[config.mk]
export PLATFORM = sky130hd
export DESIGN_NAME = hw_config_soft_reset
export DESIGN_NICKNAME = d
export VERILOG_FILES = /design/src/phy_clk_monitor.v /design/src/hw_config_soft_reset.v
export VERILOG_INCLUDE_DIRS = /design/src
export SDC_FILE = /design/constraint.sdc
export NUM_CORES = 1
export LEC_CHECK = 0
export BUFFER_PORTS_ARGS = -buffer_cell sky130_fd_sc_hd__buf_2
export CORE_AREA = 2 2 85 87
export DETAILED_ROUTE_END_ITERATION = 12
export DIE_AREA = 0 0 87 89
export PLACE_DENSITY = 0.75
export SETUP_SLACK_MARGIN = 0.5
export SYNTH_ARGS = -nofsm -noshare
export SYNTH_HDL_FRONTEND = slang
export SYNTH_SLANG_ARGS = --single-unit
[constraint.sdc]
create_clock -name sys_clk -period 2.8 [get_ports sys_clk]
set_input_delay 0.14 -clock sys_clk [delete_from_list [all_inputs] [get_ports sys_clk]]
set_output_delay 0.14 -clock sys_clk [all_outputs]
set_load 0.01 [all_outputs]
[src/hwcfg_consts.vh]
// Constants for the hardware configuration register block
`ifndef HWCFG_CONSTS_VH
`define HWCFG_CONSTS_VH
// ----------------------------------------
// Register offset and fields
// ----------------------------------------
`define HWCFG_OFFSET 8'h74
`define HWCFG_REQ_BIT 0
`define HWCFG_TIMEOUT_BIT 1
`define HWCFG_THR_LO 12
`define HWCFG_THR_HI 13
`define HWCFG_THR_RESET 2'h0
`define HWCFG_STFWD_BIT 20
`define HWCFG_STFWD_RESET 1'h0
`define HWCFG_TENM_BIT 21
`define HWCFG_TENM_RESET 1'h0
// ----------------------------------------
// Thresholds in DWORDs
// ----------------------------------------
`define THR_100_0 9'h020
`define THR_100_1 9'h040
`define THR_100_2 9'h080
`define THR_100_3 9'h100
`define THR_10_0 9'h012
`define THR_10_1 9'h018
`define THR_10_2 9'h020
`define THR_10_3 9'h028
// ----------------------------------------
// Soft reset timing
// ----------------------------------------
`define SOFT_RESET_TIMEOUT_NS 100000
`define CLK_PERIOD_NS 25
`define SOFT_RESET_TIMEOUT_CYC (`SOFT_RESET_TIMEOUT_NS / `CLK_PERIOD_NS)
`define PHY_CLK_WINDOW 16
`endif

[src/phy_clk_monitor.v]
// Detects whether PHY receive and transmit clocks are toggling
`timescale 1ns/100ps
module phy_clk_monitor #(
  parameter WINDOW = 16
) (
  input wire sys_clk,
  input wire rst_n,
  input wire phy_rx_clk_toggle,
  input wire phy_tx_clk_toggle,
  output reg phy_clocks_running
);
  reg [4:0] rx_age;
  reg [4:0] tx_age;
  // Aging counters; a clock seen within the window counts as running
  always @(posedge sys_clk or negedge rst_n) begin
    if (!rst_n) begin
      rx_age <= 5'h1F;
      tx_age <= 5'h1F;
      phy_clocks_running <= 1'b0;
    end else begin
      if (phy_rx_clk_toggle)
        rx_age <= 5'h00;
      else if (rx_age != 5'h1F)
        rx_age <= rx_age + 5'h01;
      if (phy_tx_clk_toggle)
        tx_age <= 5'h00;
      else if (tx_age != 5'h1F)
        tx_age <= tx_age + 5'h01;
      phy_clocks_running <= (rx_age < WINDOW[4:0]) && (tx_age < WINDOW[4:0]);
    end
  end
endmodule // phy_clk_monitor

[src/hw_config_soft_reset.v]
// Hardware configuration register: threshold, soft reset, timeout, first-read gate
`timescale 1ns/100ps
`include "hwcfg_consts.vh"
module hw_config_soft_reset #(
  parameter TIMEOUT_CYCLES = `SOFT_RESET_TIMEOUT_CYC,
  parameter CLK_WINDOW = `PHY_CLK_WINDOW
) (
  input wire sys_clk,
  input wire rst_n,
  input wire [7:0] reg_addr,
  input wire [31:0] reg_wdata,
  input wire reg_wr,
  input wire reg_rd,
  output reg [31:0] reg_rdata,
  input wire power_save_exit,
  input wire phy_rx_clk_toggle,
  input wire phy_tx_clk_toggle,
  input wire tx_fifo_dwords_valid,
  input wire [8:0] tx_fifo_dwords,
  input wire frame_fully_buffered,
  output wire tx_forward_enable,
  output reg [8:0] tx_threshold_dwords,
  output reg mac_soft_reset,
  output reg system_regs_soft_reset,
  output reg error_clear,
  output wire soft_reset_busy
);
  // ----------------------------------------
  // State
  // ----------------------------------------
  localparam ST_IDLE = 2'b01;
  localparam ST_WAIT = 2'b10;
  reg [1:0] state;
  reg [1:0] tx_start_threshold;
  reg store_forward_select;
  reg tx_ten_meg_select;
  reg soft_reset_request;
  reg soft_reset_timeout_flag;
  reg read_seen;
  reg [31:0] wait_count;
  wire phy_clocks_running;
  wire hit;
  wire wr_ok;
  wire wait_expired;

  // A stalled PHY clock shows as stopped after the window
  phy_clk_monitor #(.WINDOW(CLK_WINDOW)) u_mon (
    .sys_clk(sys_clk),
    .rst_n(rst_n),
    .phy_rx_clk_toggle(phy_rx_clk_toggle),
    .phy_tx_clk_toggle(phy_tx_clk_toggle),
    .phy_clocks_running(phy_clocks_running)
  );

  // ----------------------------------------
  // Threshold lookup
  // ----------------------------------------
  function [8:0] threshold_of;
    input ten_meg;
    input [1:0] code;
    begin
      if (ten_meg) begin
        case (code)
          2'h0: threshold_of = `THR_10_0;
          2'h1: threshold_of = `THR_10_1;
          2'h2: threshold_of = `THR_10_2;
          default: threshold_of = `THR_10_3;
        endcase
      end else begin
        case (code)
          2'h0: threshold_of = `THR_100_0;
          2'h1: threshold_of = `THR_100_1;
          2'h2: threshold_of = `THR_100_2;
          default: threshold_of = `THR_100_3;
        endcase
      end
    end
  endfunction

  // ----------------------------------------
  // Read word assembly
  // ----------------------------------------
  // Reserved bits read as zero so host masks stay simple
  function [31:0] read_word;
    input req;
    input timeout;
    input [1:0] thr_code;
    input stfwd;
    input ten_meg;
    begin
      read_word = 32'h0;
      read_word[`HWCFG_REQ_BIT] = req;
      read_word[`HWCFG_TIMEOUT_BIT] = timeout;
      read_word[`HWCFG_THR_HI:`HWCFG_THR_LO] = thr_code;
      read_word[`HWCFG_STFWD_BIT] = stfwd;
      read_word[`HWCFG_TENM_BIT] = ten_meg;
    end
  endfunction

  // ----------------------------------------
  // Strobes and gates
  // ----------------------------------------
  assign hit = (reg_addr == `HWCFG_OFFSET);
  // Wide counter; a long timeout costs only width
  assign wait_expired = (wait_count >= TIMEOUT_CYCLES - 1);
  assign wr_ok = reg_wr && hit && read_seen;
  assign soft_reset_busy = soft_reset_request;

  // Forward gate; whole frame needed in store-and-forward
  assign tx_forward_enable = store_forward_select ? frame_fully_buffered :
    (frame_fully_buffered || (tx_fifo_dwords_valid && tx_fifo_dwords >= tx_threshold_dwords));

  // ----------------------------------------
  // Register and soft reset sequencing
  // ----------------------------------------
  always @(posedge sys_clk or negedge rst_n) begin
    if (!rst_n) begin
      state <= ST_IDLE;
      tx_start_threshold <= `HWCFG_THR_RESET;
      store_forward_select <= `HWCFG_STFWD_RESET;
      tx_ten_meg_select <= `HWCFG_TENM_RESET;
      soft_reset_request <= 1'b0;
      soft_reset_timeout_flag <= 1'b0;
      read_seen <= 1'b0;
      wait_count <= 32'h0;
      mac_soft_reset <= 1'b0;
      system_regs_soft_reset <= 1'b0;
      error_clear <= 1'b0;
      tx_threshold_dwords <= `THR_100_0;
    end else begin
      mac_soft_reset <= 1'b0;
      system_regs_soft_reset <= 1'b0;
      error_clear <= 1'b0;
      tx_threshold_dwords <= threshold_of(tx_ten_meg_select, tx_start_threshold);
      if (power_save_exit)
        read_seen <= 1'b0;
      else if (reg_rd && hit)
        read_seen <= 1'b1;
      case (state)
        ST_IDLE: begin
          // Writes in the wait state are dropped to keep reset atomic
          if (wr_ok) begin
            tx_start_threshold <= reg_wdata[`HWCFG_THR_HI:`HWCFG_THR_LO];
            store_forward_select <= reg_wdata[`HWCFG_STFWD_BIT];
            tx_ten_meg_select <= reg_wdata[`HWCFG_TENM_BIT];
            if (reg_wdata[`HWCFG_REQ_BIT]) begin
              soft_reset_request <= 1'b1;
              wait_count <= 32'h0;
              state <= ST_WAIT;
            end
          end
        end
        ST_WAIT: begin
          // Complete only with PHY clocks running
          if (phy_clocks_running) begin
            mac_soft_reset <= 1'b1;
            // System registers; caller keeps unaffected bits
            system_regs_soft_reset <= 1'b1;
            error_clear <= 1'b1;
            soft_reset_request <= 1'b0;
            soft_reset_timeout_flag <= 1'b0;
            // Configuration fields are MAC defaults too
            tx_start_threshold <= `HWCFG_THR_RESET;
            store_forward_select <= `HWCFG_STFWD_RESET;
            tx_ten_meg_select <= `HWCFG_TENM_RESET;
            state <= ST_IDLE;
          end else if (wait_expired) begin
            // Timeout flag set; host must retry
            soft_reset_timeout_flag <= 1'b1;
            soft_reset_request <= 1'b0;
            state <= ST_IDLE;
          end else begin
            wait_count <= wait_count + 32'h1;
          end
        end
        default: state <= ST_IDLE;
      endcase
    end
  end

  // ----------------------------------------
  // Read data, registered
  // ----------------------------------------
  always @(posedge sys_clk or negedge rst_n) begin
    if (!rst_n) begin
      reg_rdata <= 32'h0;
    end else if (reg_rd && hit) begin
      reg_rdata <= read_word(soft_reset_request, soft_reset_timeout_flag,
        tx_start_threshold, store_forward_select, tx_ten_meg_select);
    end else if (reg_rd) begin
      reg_rdata <= 32'h0;
    end
  end
endmodule // hw_config_soft_reset

# Yosys cells after proc, flatten, opt, wreduce, memory -nomap -nowiden
# Cells that the tools add are included.
[word_totals]
regBits = 94
in_bits = 58
output_inout_bits = 46
elab_cells = 91
[classes]
add_sub_neg = 3
magnitude_cmp = 4
n_eq_ne = 13
n_mux = 39
n_reduce_logical = 18
[ops]
columns = ["cell", "n"]
rows = [
  ["$mux 32", 6],
  ["$pmux 32 s2", 1],
  ["$add 32x1->32 const B", 1],
  ["$ge 32x12->1 const B", 1],
  ["$pmux 9 s3", 1],
  ["$mux 5", 4],
  ["$pmux 6 s3", 1],
  ["$mux 1", 14],
  ["$mux 2", 6],
  ["$reduce_bool 2->1", 6],
  ["$add 5x1->5 const B", 2],
  ["$lt 5x5->1 const B", 2],
  ["$ne 5x5->1 const B", 2],
  ["$ge 9x9->1", 1],
  ["$mux 9", 1],
  ["$eq 8x7->1 const B", 1],
  ["$ne 2x2->1 const B", 4],
  ["$pmux 2 s2", 2],
  ["$pmux 1 s2", 3],
  ["$reduce_and 3->1", 2],
  ["$logic_and 1x1->1", 5],
  ["$reduce_and 5->1", 1],
  ["$eq 2x1->1 const B", 2],
  ["$eq 2x2->1 const B", 2],
  ["6 further kinds", 6],
]

# Logic depth before layout (Yosys ltp)
# Gate-level depths: netlist (run 1).
[depth]
ltp_word = 5
depth_mapped = 9

# Modules after synthesis
# Synthesis (run 1) repeated with hierarchy kept, for this count alone.
[hier_totals]
hier_cells = 290
hier_area_um2 = 3166.8
[by_module_without_submodules]
columns = ["module", "instances", "cells_each", "area_per_inst_um2", "seq_area_each_um2"]
rows = [
  ["hw_config_soft_reset", 1, 248, 2652.5, 1378.8],
  ["phy_clk_monitor", 1, 42, 514.2, 287.8],
]

# Worst setup path before layout (run 1)
# OpenSTA, ideal clock, no wires.
[synth_timing]
kind = "reg2reg"
start = "register state[0]"
end = "register wait_count[6]"
setup_ns = 0.120
arrival_ns = 1.987
t_required_ns = 2.680
setup_slack_ns = 0.693
stages_incl_launch_ff = 9
cell_sequence = "dfstp_2 -> inv_1 -> ha_1 -> nand4b_1 -> o32a_4 -> buf_6 -> nor2_2 -> a311oi_1 -> a41o_1"
[synth_via]
elab_chain_len = 3
[synth_rtl]
columns = ["item", "line", "source"]
rows = [
  ["start: declaration", "hw_config_soft_reset.v:33", "reg [1:0] state;"],
  ["start signal: assignment", "hw_config_soft_reset.v:118", "state <= ST_IDLE;"],
  ["start signal: assignment", "hw_config_soft_reset.v:149", "state <= ST_WAIT;"],
  ["start signal: assignment", "hw_config_soft_reset.v:166", "state <= ST_IDLE;"],
  ["$eq 2x2->1 or $eq 2x1->1 (tied branches)", "hw_config_soft_reset.v:139", "case (state)"],
  ["$ne 2x2->1 (no line) or $reduce_bool 2->1 (tied branches)", "n/a", ""],
  ["$reduce_and 5->1 (no line)", "n/a", ""],
  ["end signal: assignment", "hw_config_soft_reset.v:173", "wait_count <= wait_count + 32'h1;"],
  ["end: declaration", "hw_config_soft_reset.v:40", "reg [31:0] wait_count;"],
]
# Parallel ways exist; a longest one is shown, timed or not.
# A chain may end at the register's enable or synchronous reset.

# Worst setup path in the final report (run 1)
[layout_timing]
start = "register state[0]"
end = "register wait_count[2]"
# Same word-level chain as after synthesis.

==> run summary, run 1 <==
For the final database, setup skew stands at 0.0161 ns. The number of clock buffers inserted by TritonCTS was 9. The final layout contains routed wiring with a total length of 6170 µm.

Dividing the detail-routed wire length by the instance count gives 13.0 µm. The number of buffers and inverters on the critical path is 2. Reg-to-reg critical path startpoint: state[0].

The critical path crosses 7 cells after its start point. The logs give 0 for the count of nets left with antenna violations after detail routing and 4 for the count of TritonRoute iterations in the first routing pass. Number of global-route vias before repair: 2,294. Setup repair after global routing left no endpoint under its margin. The tree is rooted in a sky130_fd_sc_hd__clkbuf_8. The mean instance size in the synthesized netlist is 10.3 µm², and the transition time at the pin with the least slew margin is 0.878 ns. For the critical path data required time, the log shows 3.08 ns. The critical path data arrival time came out at 2.52 ns.

Entering global routing, the biggest net connects 40 pins. The critical path class was reg2reg. For this design, the slowest cell found on the critical path is sky130_fd_sc_hd__dfstp_2. The async set-or-reset flop fraction in the synthesized netlist was 100%; the clock sink count was 66. For this run, the top clock speed supported by timing is 446 MHz. The number of cell rows is 30, and the depth of the worst register-to-register path is 7.

The share of power burned in combinational logic came out at 5.7%. Share of the clock period used by the worst path: 80.0%. Compared with the post-synthesis result, the final layout area differs by 17.3%. The worst register-to-register path ends at wait_count[2]. For the worst IR drop on VDD, the log shows 0.351 mV. Counting flops with a built-in enable in the synthesized netlist gives 0.

The biggest cell delay along the critical path is 0.54 ns. After layout, the design draws a total of 2000 µW. The run gives 41.4% as the relative max-transition margin. The tightest min-delay check is of the in2reg type. After synthesis, the netlist uses 50 different library cells. The post-synthesis cell count was 326; the global-route wire length before repair was 10,200 µm. In the final timing run, aggregate negative setup slack is 0 ns. The clock network latency to the later pin of the worst-skew pair is 0.34 ns.

The total overflow reported by the global router is 0, and the number of register bits inferred by synthesis is 66. The final weighted congestion of routability-driven global placement was 0.821; the number of warnings printed during yosys synthesis was 0. The most used flip-flop cell after synthesis is sky130_fd_sc_hd__dfrtp_1. Clock-pin slew was measured on the worst setup and hold paths at 0.07 ns.

The leakage power came out at 0.00193 µW. The worst setup path is captured at a register. Startpoint class of the critical path: a register. The number of inserted diodes came out at 0.

On the critical path the largest part of the delay comes from simple AND/OR/NAND/NOR gates. Global routing consumed, over all layers together, 17.1% of the routing resources. The logs give 50.2% for the initial core utilization and 0.56 ns for the minimum setup slack among reg-to-reg paths. The tools report the maximum clock insertion buffer count as 2. The most critical setup path has its endpoint at wait_count[2]. The die covers 7740 µm². The internal portion of the total power is 1560 µW.

The tools report the number of endpoints with negative hold slack in the final report as 0. TritonCTS built the clock tree. Dividing the detail-routed via count by the number of cells gives 5.15. Summing every instance area after synthesis gives 3370 µm².

Across the run, the number of max-cap violations was 0. In this run the standard cell core region covers 6720 µm². After the first detailed-routing iteration, the DRC count stood at 124. The run finished with clean final reports. In the final layout, the share of cells above drive strength 1 is 26.8%. The x dimension of the die was 87 µm. Sequential cells account for 48.9% of the total power. Switching power as a share of total power: 21.7%.

The clock tree synthesis step divided the H-tree into 3 levels. Vertical die dimension: 89 µm. The total number of nets in the final design came out at 462.

The tools report the worst setup path startpoint as state[0]. For the post-layout utilization of the core, the log shows 58.9%. The sum of net half-perimeters after detailed placement was 4300 µm; the total of endpoints with negative setup slack in the final report was 0.

For the number of antenna violations at the first check in global routing, the log shows 0. The power per cell area is 504 nW/µm², and the net switching power is 432 µW. Walking the worst path, the cells encountered are inv_2, ha_4, nand4b_1, o32a_4, buf_4, or4_1, nand3_1. Final number of max-transition violations: 0.

After detailed routing, the number of remaining DRC violations is 0. The worst-path maximum fanout is 4. The smallest clock period supported by the final layout is computed as 2.24 ns. Across all layers, the routed design uses 2,447 vias. For this run, the register share of the synthesized area comes to 49.4%.

The count of buffers inserted at the top-level ports is 48. The boundary pin count was 104. The clock network accounts for 45.4% of the total power.
worst min-delay path by stage:
stage	slack [ns]	startpoint	depth (start not counted)	end
detailed placement	0.31	power_save_exit	2	read_seen
CTS	0.08	reg_rd	2	reg_rdata[0]
global route	0.08	reg_rd	2	reg_rdata[0]
finish	0.08	reg_rd	2	reg_rdata[0]
global placement	0.31	rst_n	1	wait_count[11]
floorplan	-0.16	rst_n	0	error_clear
cells by family (layout without fill, tap and decap cells):
kind of cell	Yosys count	after routing	synth area share, %
other	1	28	0.111
buffers and inverters	62	104	10.5
adder cells (fa/ha/maj)	14	14	5.19
multiplexers	9	9	2.82
AND/OR/NAND/NOR	137	137	23.4
XOR/XNOR	6	6	1.56
flip-flops	66	66	49.4
AO/OA/AOI/OAI	31	31	6.94
routing by layer:
layer  up-vias  global-route usage [%]  wire length (µm)  part of all wire (%)
met5         -                       0                 0                     0
met4         0                    6.11                82                   1.3
met3         8                    5.08               294                   4.8
met2        75                    28.0              2970                    48
met1      1176                    21.6              2820                    46
li1       1188                       -                 -                     -
state kept, by name (all words and copies together) (netlist names):
signal,flops
wait_count,32
tx_threshold_dwords,7
reg_rdata,6
u_mon.rx_age,5
u_mon.tx_age,5
state,2
tx_start_threshold,2
error_clear,1
read_seen,1
soft_reset_busy,1
soft_reset_timeout_flag,1
store_forward_select,1
tx_ten_meg_select,1
u_mon.phy_clocks_running,1
power by group through the flow:
stage	Combinational, µW	Sequential (µW)	Clock (µW)
after floorplan	80.6	992	0
after global placement	103	993	0
after detailed placement	107	994	0
after CTS	112	976	924
after global routing	131	978	969
final	113	977	906
final cells by class:
type | count | area (µm²)
clock buffers | 12 | 155
clock inverters | 4 | 75.1
repair buffers | 66 | 383
flip-flops and latches | 66 | 1670
well taps | 80 | 100
inverters | 22 | 82.6
fillers | 546 | 2760
multi-input cells | 225 | 1490
cell usage in the layout (no fill, tap or decap), types with 8 or more instances in the layout:
cell / instances
sky130_fd_sc_hd__nand2_1: 23
sky130_fd_sc_hd__and2_1: 24
sky130_fd_sc_hd__clkbuf_8: 11
sky130_fd_sc_hd__conb_1: 28
sky130_fd_sc_hd__ha_1: 13
sky130_fd_sc_hd__dfstp_2: 12
sky130_fd_sc_hd__inv_1: 21
sky130_fd_sc_hd__dfrtp_1: 54
sky130_fd_sc_hd__buf_4: 12
sky130_fd_sc_hd__nand3_1: 13
sky130_fd_sc_hd__nor2b_1: 11
sky130_fd_sc_hd__nor2_1: 20
sky130_fd_sc_hd__buf_2: 49
sky130_fd_sc_hd__nand4_1: 12
sky130_fd_sc_hd__o21ai_0: 8
per-stage QoR:
step	hold slack, ns	worst slack [ns]	cell area (µm²)	cells
floorplan	-0.156	0.693	3470	353
global placement	0.309	0.520	3590	447
detailed placement	0.308	0.506	3590	447
CTS	0.0812	0.545	3870	467
global route	0.0804	0.506	3960	475
finish	0.0808	0.559	3960	475
worst register-to-register path: cells and delay by family, from the launching register on:
kind	cells	cell delay, ns
simple gates	3	0.80
compound gates	1	0.40
buf+inv	2	0.19
fa+ha+maj	1	0.24
flops	1	0.54
cell usage after synthesis, types with 2 or more instances:
master	n	area [µm²]
sky130_fd_sc_hd__buf_4	30	225
sky130_fd_sc_hd__a21oi_1	3	15.0
sky130_fd_sc_hd__nand2_1	23	86.3
sky130_fd_sc_hd__o31a_1	2	17.5
sky130_fd_sc_hd__nand3_1	13	65.1
sky130_fd_sc_hd__nor4_1	6	37.5
sky130_fd_sc_hd__nor3_1	4	20.0
sky130_fd_sc_hd__nor3b_1	3	22.5
sky130_fd_sc_hd__a311oi_1	2	17.5
sky130_fd_sc_hd__nor2b_1	11	68.8
sky130_fd_sc_hd__clkbuf_1	7	26.3
sky130_fd_sc_hd__nor2_1	20	75.1
sky130_fd_sc_hd__xnor2_1	2	17.5
sky130_fd_sc_hd__nand4b_1	5	43.8
sky130_fd_sc_hd__buf_2	2	10.0
sky130_fd_sc_hd__nand4_1	12	75.1
sky130_fd_sc_hd__nand2b_1	3	18.8
sky130_fd_sc_hd__dfrtp_1	54	1350
sky130_fd_sc_hd__dfstp_2	12	315
sky130_fd_sc_hd__mux2_2	4	45.0
sky130_fd_sc_hd__inv_1	22	82.6
sky130_fd_sc_hd__xor2_1	4	35.0
sky130_fd_sc_hd__and3_1	3	18.8
sky130_fd_sc_hd__and2_1	24	150
sky130_fd_sc_hd__nor4b_2	2	30.0
sky130_fd_sc_hd__ha_1	14	175
sky130_fd_sc_hd__a211o_1	4	35.0
sky130_fd_sc_hd__o21ai_0	8	40.0
sky130_fd_sc_hd__nor2_2	2	12.5
sky130_fd_sc_hd__mux2i_1	5	50.1
what timing repair did:
action,in CTS,in global routing
gates resized for setup,2,5
endpoints found under the setup margin,2,24
endpoints found under the hold margin,37,0
hold buffers,4,0
setup buffers,0,8
pin swaps,0,1
Note: power is estimated with default switching activity, not from simulation.
==> run 2: changes to the inputs <==
--- a/config.mk
+++ b/config.mk
@@ -6,10 +6,11 @@
 export SDC_FILE = /design/constraint.sdc
 export NUM_CORES = 1
 export LEC_CHECK = 0
+export ABC_AREA = 1
 export BUFFER_PORTS_ARGS = -buffer_cell sky130_fd_sc_hd__buf_2
-export CORE_AREA = 2 2 85 87
+export CORE_AREA = 2 2 86 88
 export DETAILED_ROUTE_END_ITERATION = 12
-export DIE_AREA = 0 0 87 89
+export DIE_AREA = 0 0 88 90
 export PLACE_DENSITY = 0.75
 export SETUP_SLACK_MARGIN = 0.5
 export SYNTH_ARGS = -nofsm -noshare
==> constraint.sdc (replaced) <==
create_clock -name sys_clk -period 2.34 [get_ports sys_clk]
set_input_delay 0.117 -clock sys_clk [delete_from_list [all_inputs] [get_ports sys_clk]]
set_output_delay 0.117 -clock sys_clk [all_outputs]
set_load 0.01 [all_outputs]
==> run summary, run 2 <==
The run finished with clean final reports. For this block, the initial DRC count from the detailed router was 142. The number of cell rows was 31. STA puts the critical path data required time at 2.22 ns. A synthesized cell averages 8.27 µm². Final weighted congestion of routability-driven global placement: 0.811. Sorting the synthesized cells by how often they occur yields sky130_fd_sc_hd__nand2_1, sky130_fd_sc_hd__inv_1, sky130_fd_sc_hd__dfrtp_1. The worst setup path is captured at an output pin. In this run switching power makes up 38.0% of total power. No sink is reached through more buffers than the 2 on the longest clock path. Measured in cells, the most critical reg-to-reg path has a length of 8. The register with the most flip-flops in the layout has 32 of them.

The cell area after synthesis was 3510 µm². The die is 90 µm tall. The setup check on the worst reg-to-reg path leaves a slack of 0.62 ns. For the worst setup path, the data arrival time is 1.73 ns. TritonCTS built the clock tree. The final layout contains routed wiring with a total length of 6080 µm. STA classifies the critical path startpoint as a register. The floorplan step defined a die boundary enclosing 7920 µm². The tools report the net switching power as 1380 µW.

Summed over its instances, the top area cell type makes up 38.5% of the synthesized netlist area. Of the total power, combinational logic draws 36.6%. Of the available clock period, the critical path in the final layout requires 78.9%.

The cell-internal power was 2250 µW; the count of buffers inserted at the top-level ports was 48. Compared with the post-synthesis result, the final layout area differs by 14.4%. The repair_antennas step left the layout with diodes totalling 0. The logs give 0 for the number of endpoints with negative hold slack in the final report and 47.5% for the sequential area share after synthesis. The worst hold slack after final layout was 0.0410 ns. After synthesis, the share of flip-flops with an asynchronous set or reset is 100%.

The worst register-to-register path begins at state[0]. The part of the total power dissipated in the clock network is 23.0%. Clock tree root buffer cell: sky130_fd_sc_hd__clkbuf_8.

Counting the buffers created by CTS gives 9. Across the VDD grid, the largest voltage drop is 0.454 mV. The number of global-route vias before repair was 2,537.

From left edge to right edge, the die measures 88 µm. In the synthesized netlist, the number of instances is 424. In the layout the commonest cells are sky130_fd_sc_hd__nand2_1, sky130_fd_sc_hd__inv_1, sky130_fd_sc_hd__dfrtp_1. Derived from the worst setup path, the maximum achievable clock frequency is 542 MHz. In the routed layout, each cell is associated on average with a via count of 4.54. For this run, the leading register cell type out of synthesis is sky130_fd_sc_hd__dfrtp_1. sky130_fd_sc_hd__dfrtp_1 takes more of the synthesized area than any other cell. Entering global routing, the biggest net connects 41 pins. After synthesis the netlist holds a flip-flop and latch count of 66. Clock-pin slew was measured on the worst setup and hold paths at 0.07 ns. The run gives 0 as the total overflow reported by the global router.

wait_count holds more flip-flops than any other register. The boundary pin count is 104. The run gives 0 as the number of max-cap violations. CTS saw 66 sinks.

The tools report the relative max-transition margin as 59.7%. Once detail routing completed, the nets flagged for antenna violations numbered 0. For hold timing, the worst endpoint is u_mon.tx_age[4]. At the end of the flow, the number of nets in the layout was 555. The instance count along the most critical hold path came out at 4. In the final layout, the registers with the most flip-flops are wait_count x32, tx_threshold_dwords x7, reg_rdata x6.

The number of warnings printed during yosys synthesis was 0. In this run the worst hold path is classified as in2reg. In this run, synthesis inferred 0 flip-flops with an integrated enable. The first global-routing pass estimated 10,400 µm of wire. Leaving out fill and tap cells, the most frequent cell in the layout is sky130_fd_sc_hd__nand2_1. For the number of antenna violations at the first check in global routing, the log shows 0. The number of remaining DRC errors was 0; the final number of max-transition violations was 0. On the final layout, the worst clock skew is 0.00829 ns.

The transition time at the pin with the least slew margin was 0.604 ns; the leakage power was 0.00202 µW. For this run, the detailed router's first-pass iteration total came to 4. In the final timing run, aggregate negative setup slack is 0 ns.

The tools report the clock network latency to the later pin of the worst-skew pair as 0.34 ns. The destination of the worst register-to-register timing path was wait_count[1]. The tools report the launch instance of the worst min-delay path as phy_tx_clk_toggle. Detailed placement ended at an HPWL of 4410 µm. Fill cells in the final layout number 620.

The tools report the count of vias placed by the detailed router as 2,667. The H-tree was split into 3 levels. The initial core utilization was 50.0%; the post-layout minimum cycle time was 1.85 ns. After detailed routing, the average wire length per cell comes to 10.3 µm. The tools report the core footprint as 7020 µm². In the post-synthesis netlist, the biggest area contributors are sky130_fd_sc_hd__dfrtp_1, sky130_fd_sc_hd__nand2_1, sky130_fd_sc_hd__dfstp_2.

Setup violations remaining at the end of the flow were counted as 0. The netlist uses 30 different library cells. The most common cell in the synthesized netlist is sky130_fd_sc_hd__nand2_1. In this run, flip-flops and latches consume 40.4% of the power. The power per cell area was 903 nW/µm².

Setup repair after global routing could not meet its margin everywhere. The total routing usage reported by global routing is 16.3%, and the worst-path maximum fanout is 2. Cells with a size suffix above 1 make up 23.4% of the layout. By startpoint and endpoint, the worst setup path is classified as reg2out. The design draws 3620 µW.
run 2: worst max path at each step:
stage	cells past startpoint	startpoint	endpoint	slack [ns]
global route	8	tx_threshold_dwords[5]	tx_forward_enable	0.39
finish	8	tx_threshold_dwords[5]	tx_forward_enable	0.49
CTS	8	tx_threshold_dwords[5]	tx_forward_enable	0.47
detailed placement	7	state[0]	wait_count[13]	0.46
global placement	7	state[0]	wait_count[21]	0.47
floorplan	10	u_mon.rx_age[0]	u_mon.rx_age[3]	0.75
run 2: per-stage QoR:
step	setup slack (ns)	util [%]	cell area, µm²	cells
floorplan	0.754	-	3610	451
global placement	0.467	53.3	3740	565
detailed placement	0.465	53.3	3740	565
CTS	0.466	56.2	3950	584
global route	0.387	57.2	4010	587
finish	0.494	57.2	4010	587
run 2: what timing repair did:
action                                  CTS  global route
hold endpoints to repair                 17             0
endpoints found under the setup margin   21            33
hold buffers                              2             0
gates resized for setup                   0             8
pin swaps                                 2             3
buffers inserted                          1             3
run 2: worst max-delay path, stage by stage, from the launching register on:
cell and delay, ns:
sky130_fd_sc_hd__dfstp_2 0.54, sky130_fd_sc_hd__inv_2 0.04, sky130_fd_sc_hd__ha_4 0.25, sky130_fd_sc_hd__nand4_1 0.06, sky130_fd_sc_hd__nand3b_1 0.16, sky130_fd_sc_hd__nand3_1 0.10
sky130_fd_sc_hd__nand3_1 0.07, sky130_fd_sc_hd__nand2_1 0.05, sky130_fd_sc_hd__buf_2 0.12
run 2: kinds of logic after synthesis:
family | count (synthesis) | share of synthesized area, %
buf+inv | 105 | 15.2
compound gates | 33 | 5.07
other cells | 1 | 0.107
xor+xnor | 9 | 2.25
simple gates | 196 | 24.8
fa+ha+maj | 14 | 4.99
flops | 66 | 47.5
run 2: power by group through the flow:
stage / logic [µW] / registers [µW] / clock network (µW)
after floorplan: 951 / 1490 / 0
after global placement: 1170 / 1470 / 0
after detailed placement: 1210 / 1480 / 0
after CTS: 1240 / 1460 / 871
after global routing: 1510 / 1490 / 910
final: 1330 / 1460 / 833
run 2: cell type report:
cell class	count	area, µm²	share of cell area [%]
flip-flops and latches	66	1670	41.5
inverters	69	259	6.45
clock inverters	5	31.3	0.779
repair buffers	57	350	8.73
well taps	99	124	3.09
multi-input cells	280	1440	35.9
clock buffers	11	141	3.52
run 2: per-layer routing:
layer	up-vias	global-route usage [%]	routed length [µm]
met3	6	4.04	344
met5	-	0	0
met4	0	6.54	62
met1	1222	19.6	2700
li1	1365	-	-
met2	74	27.5	2970
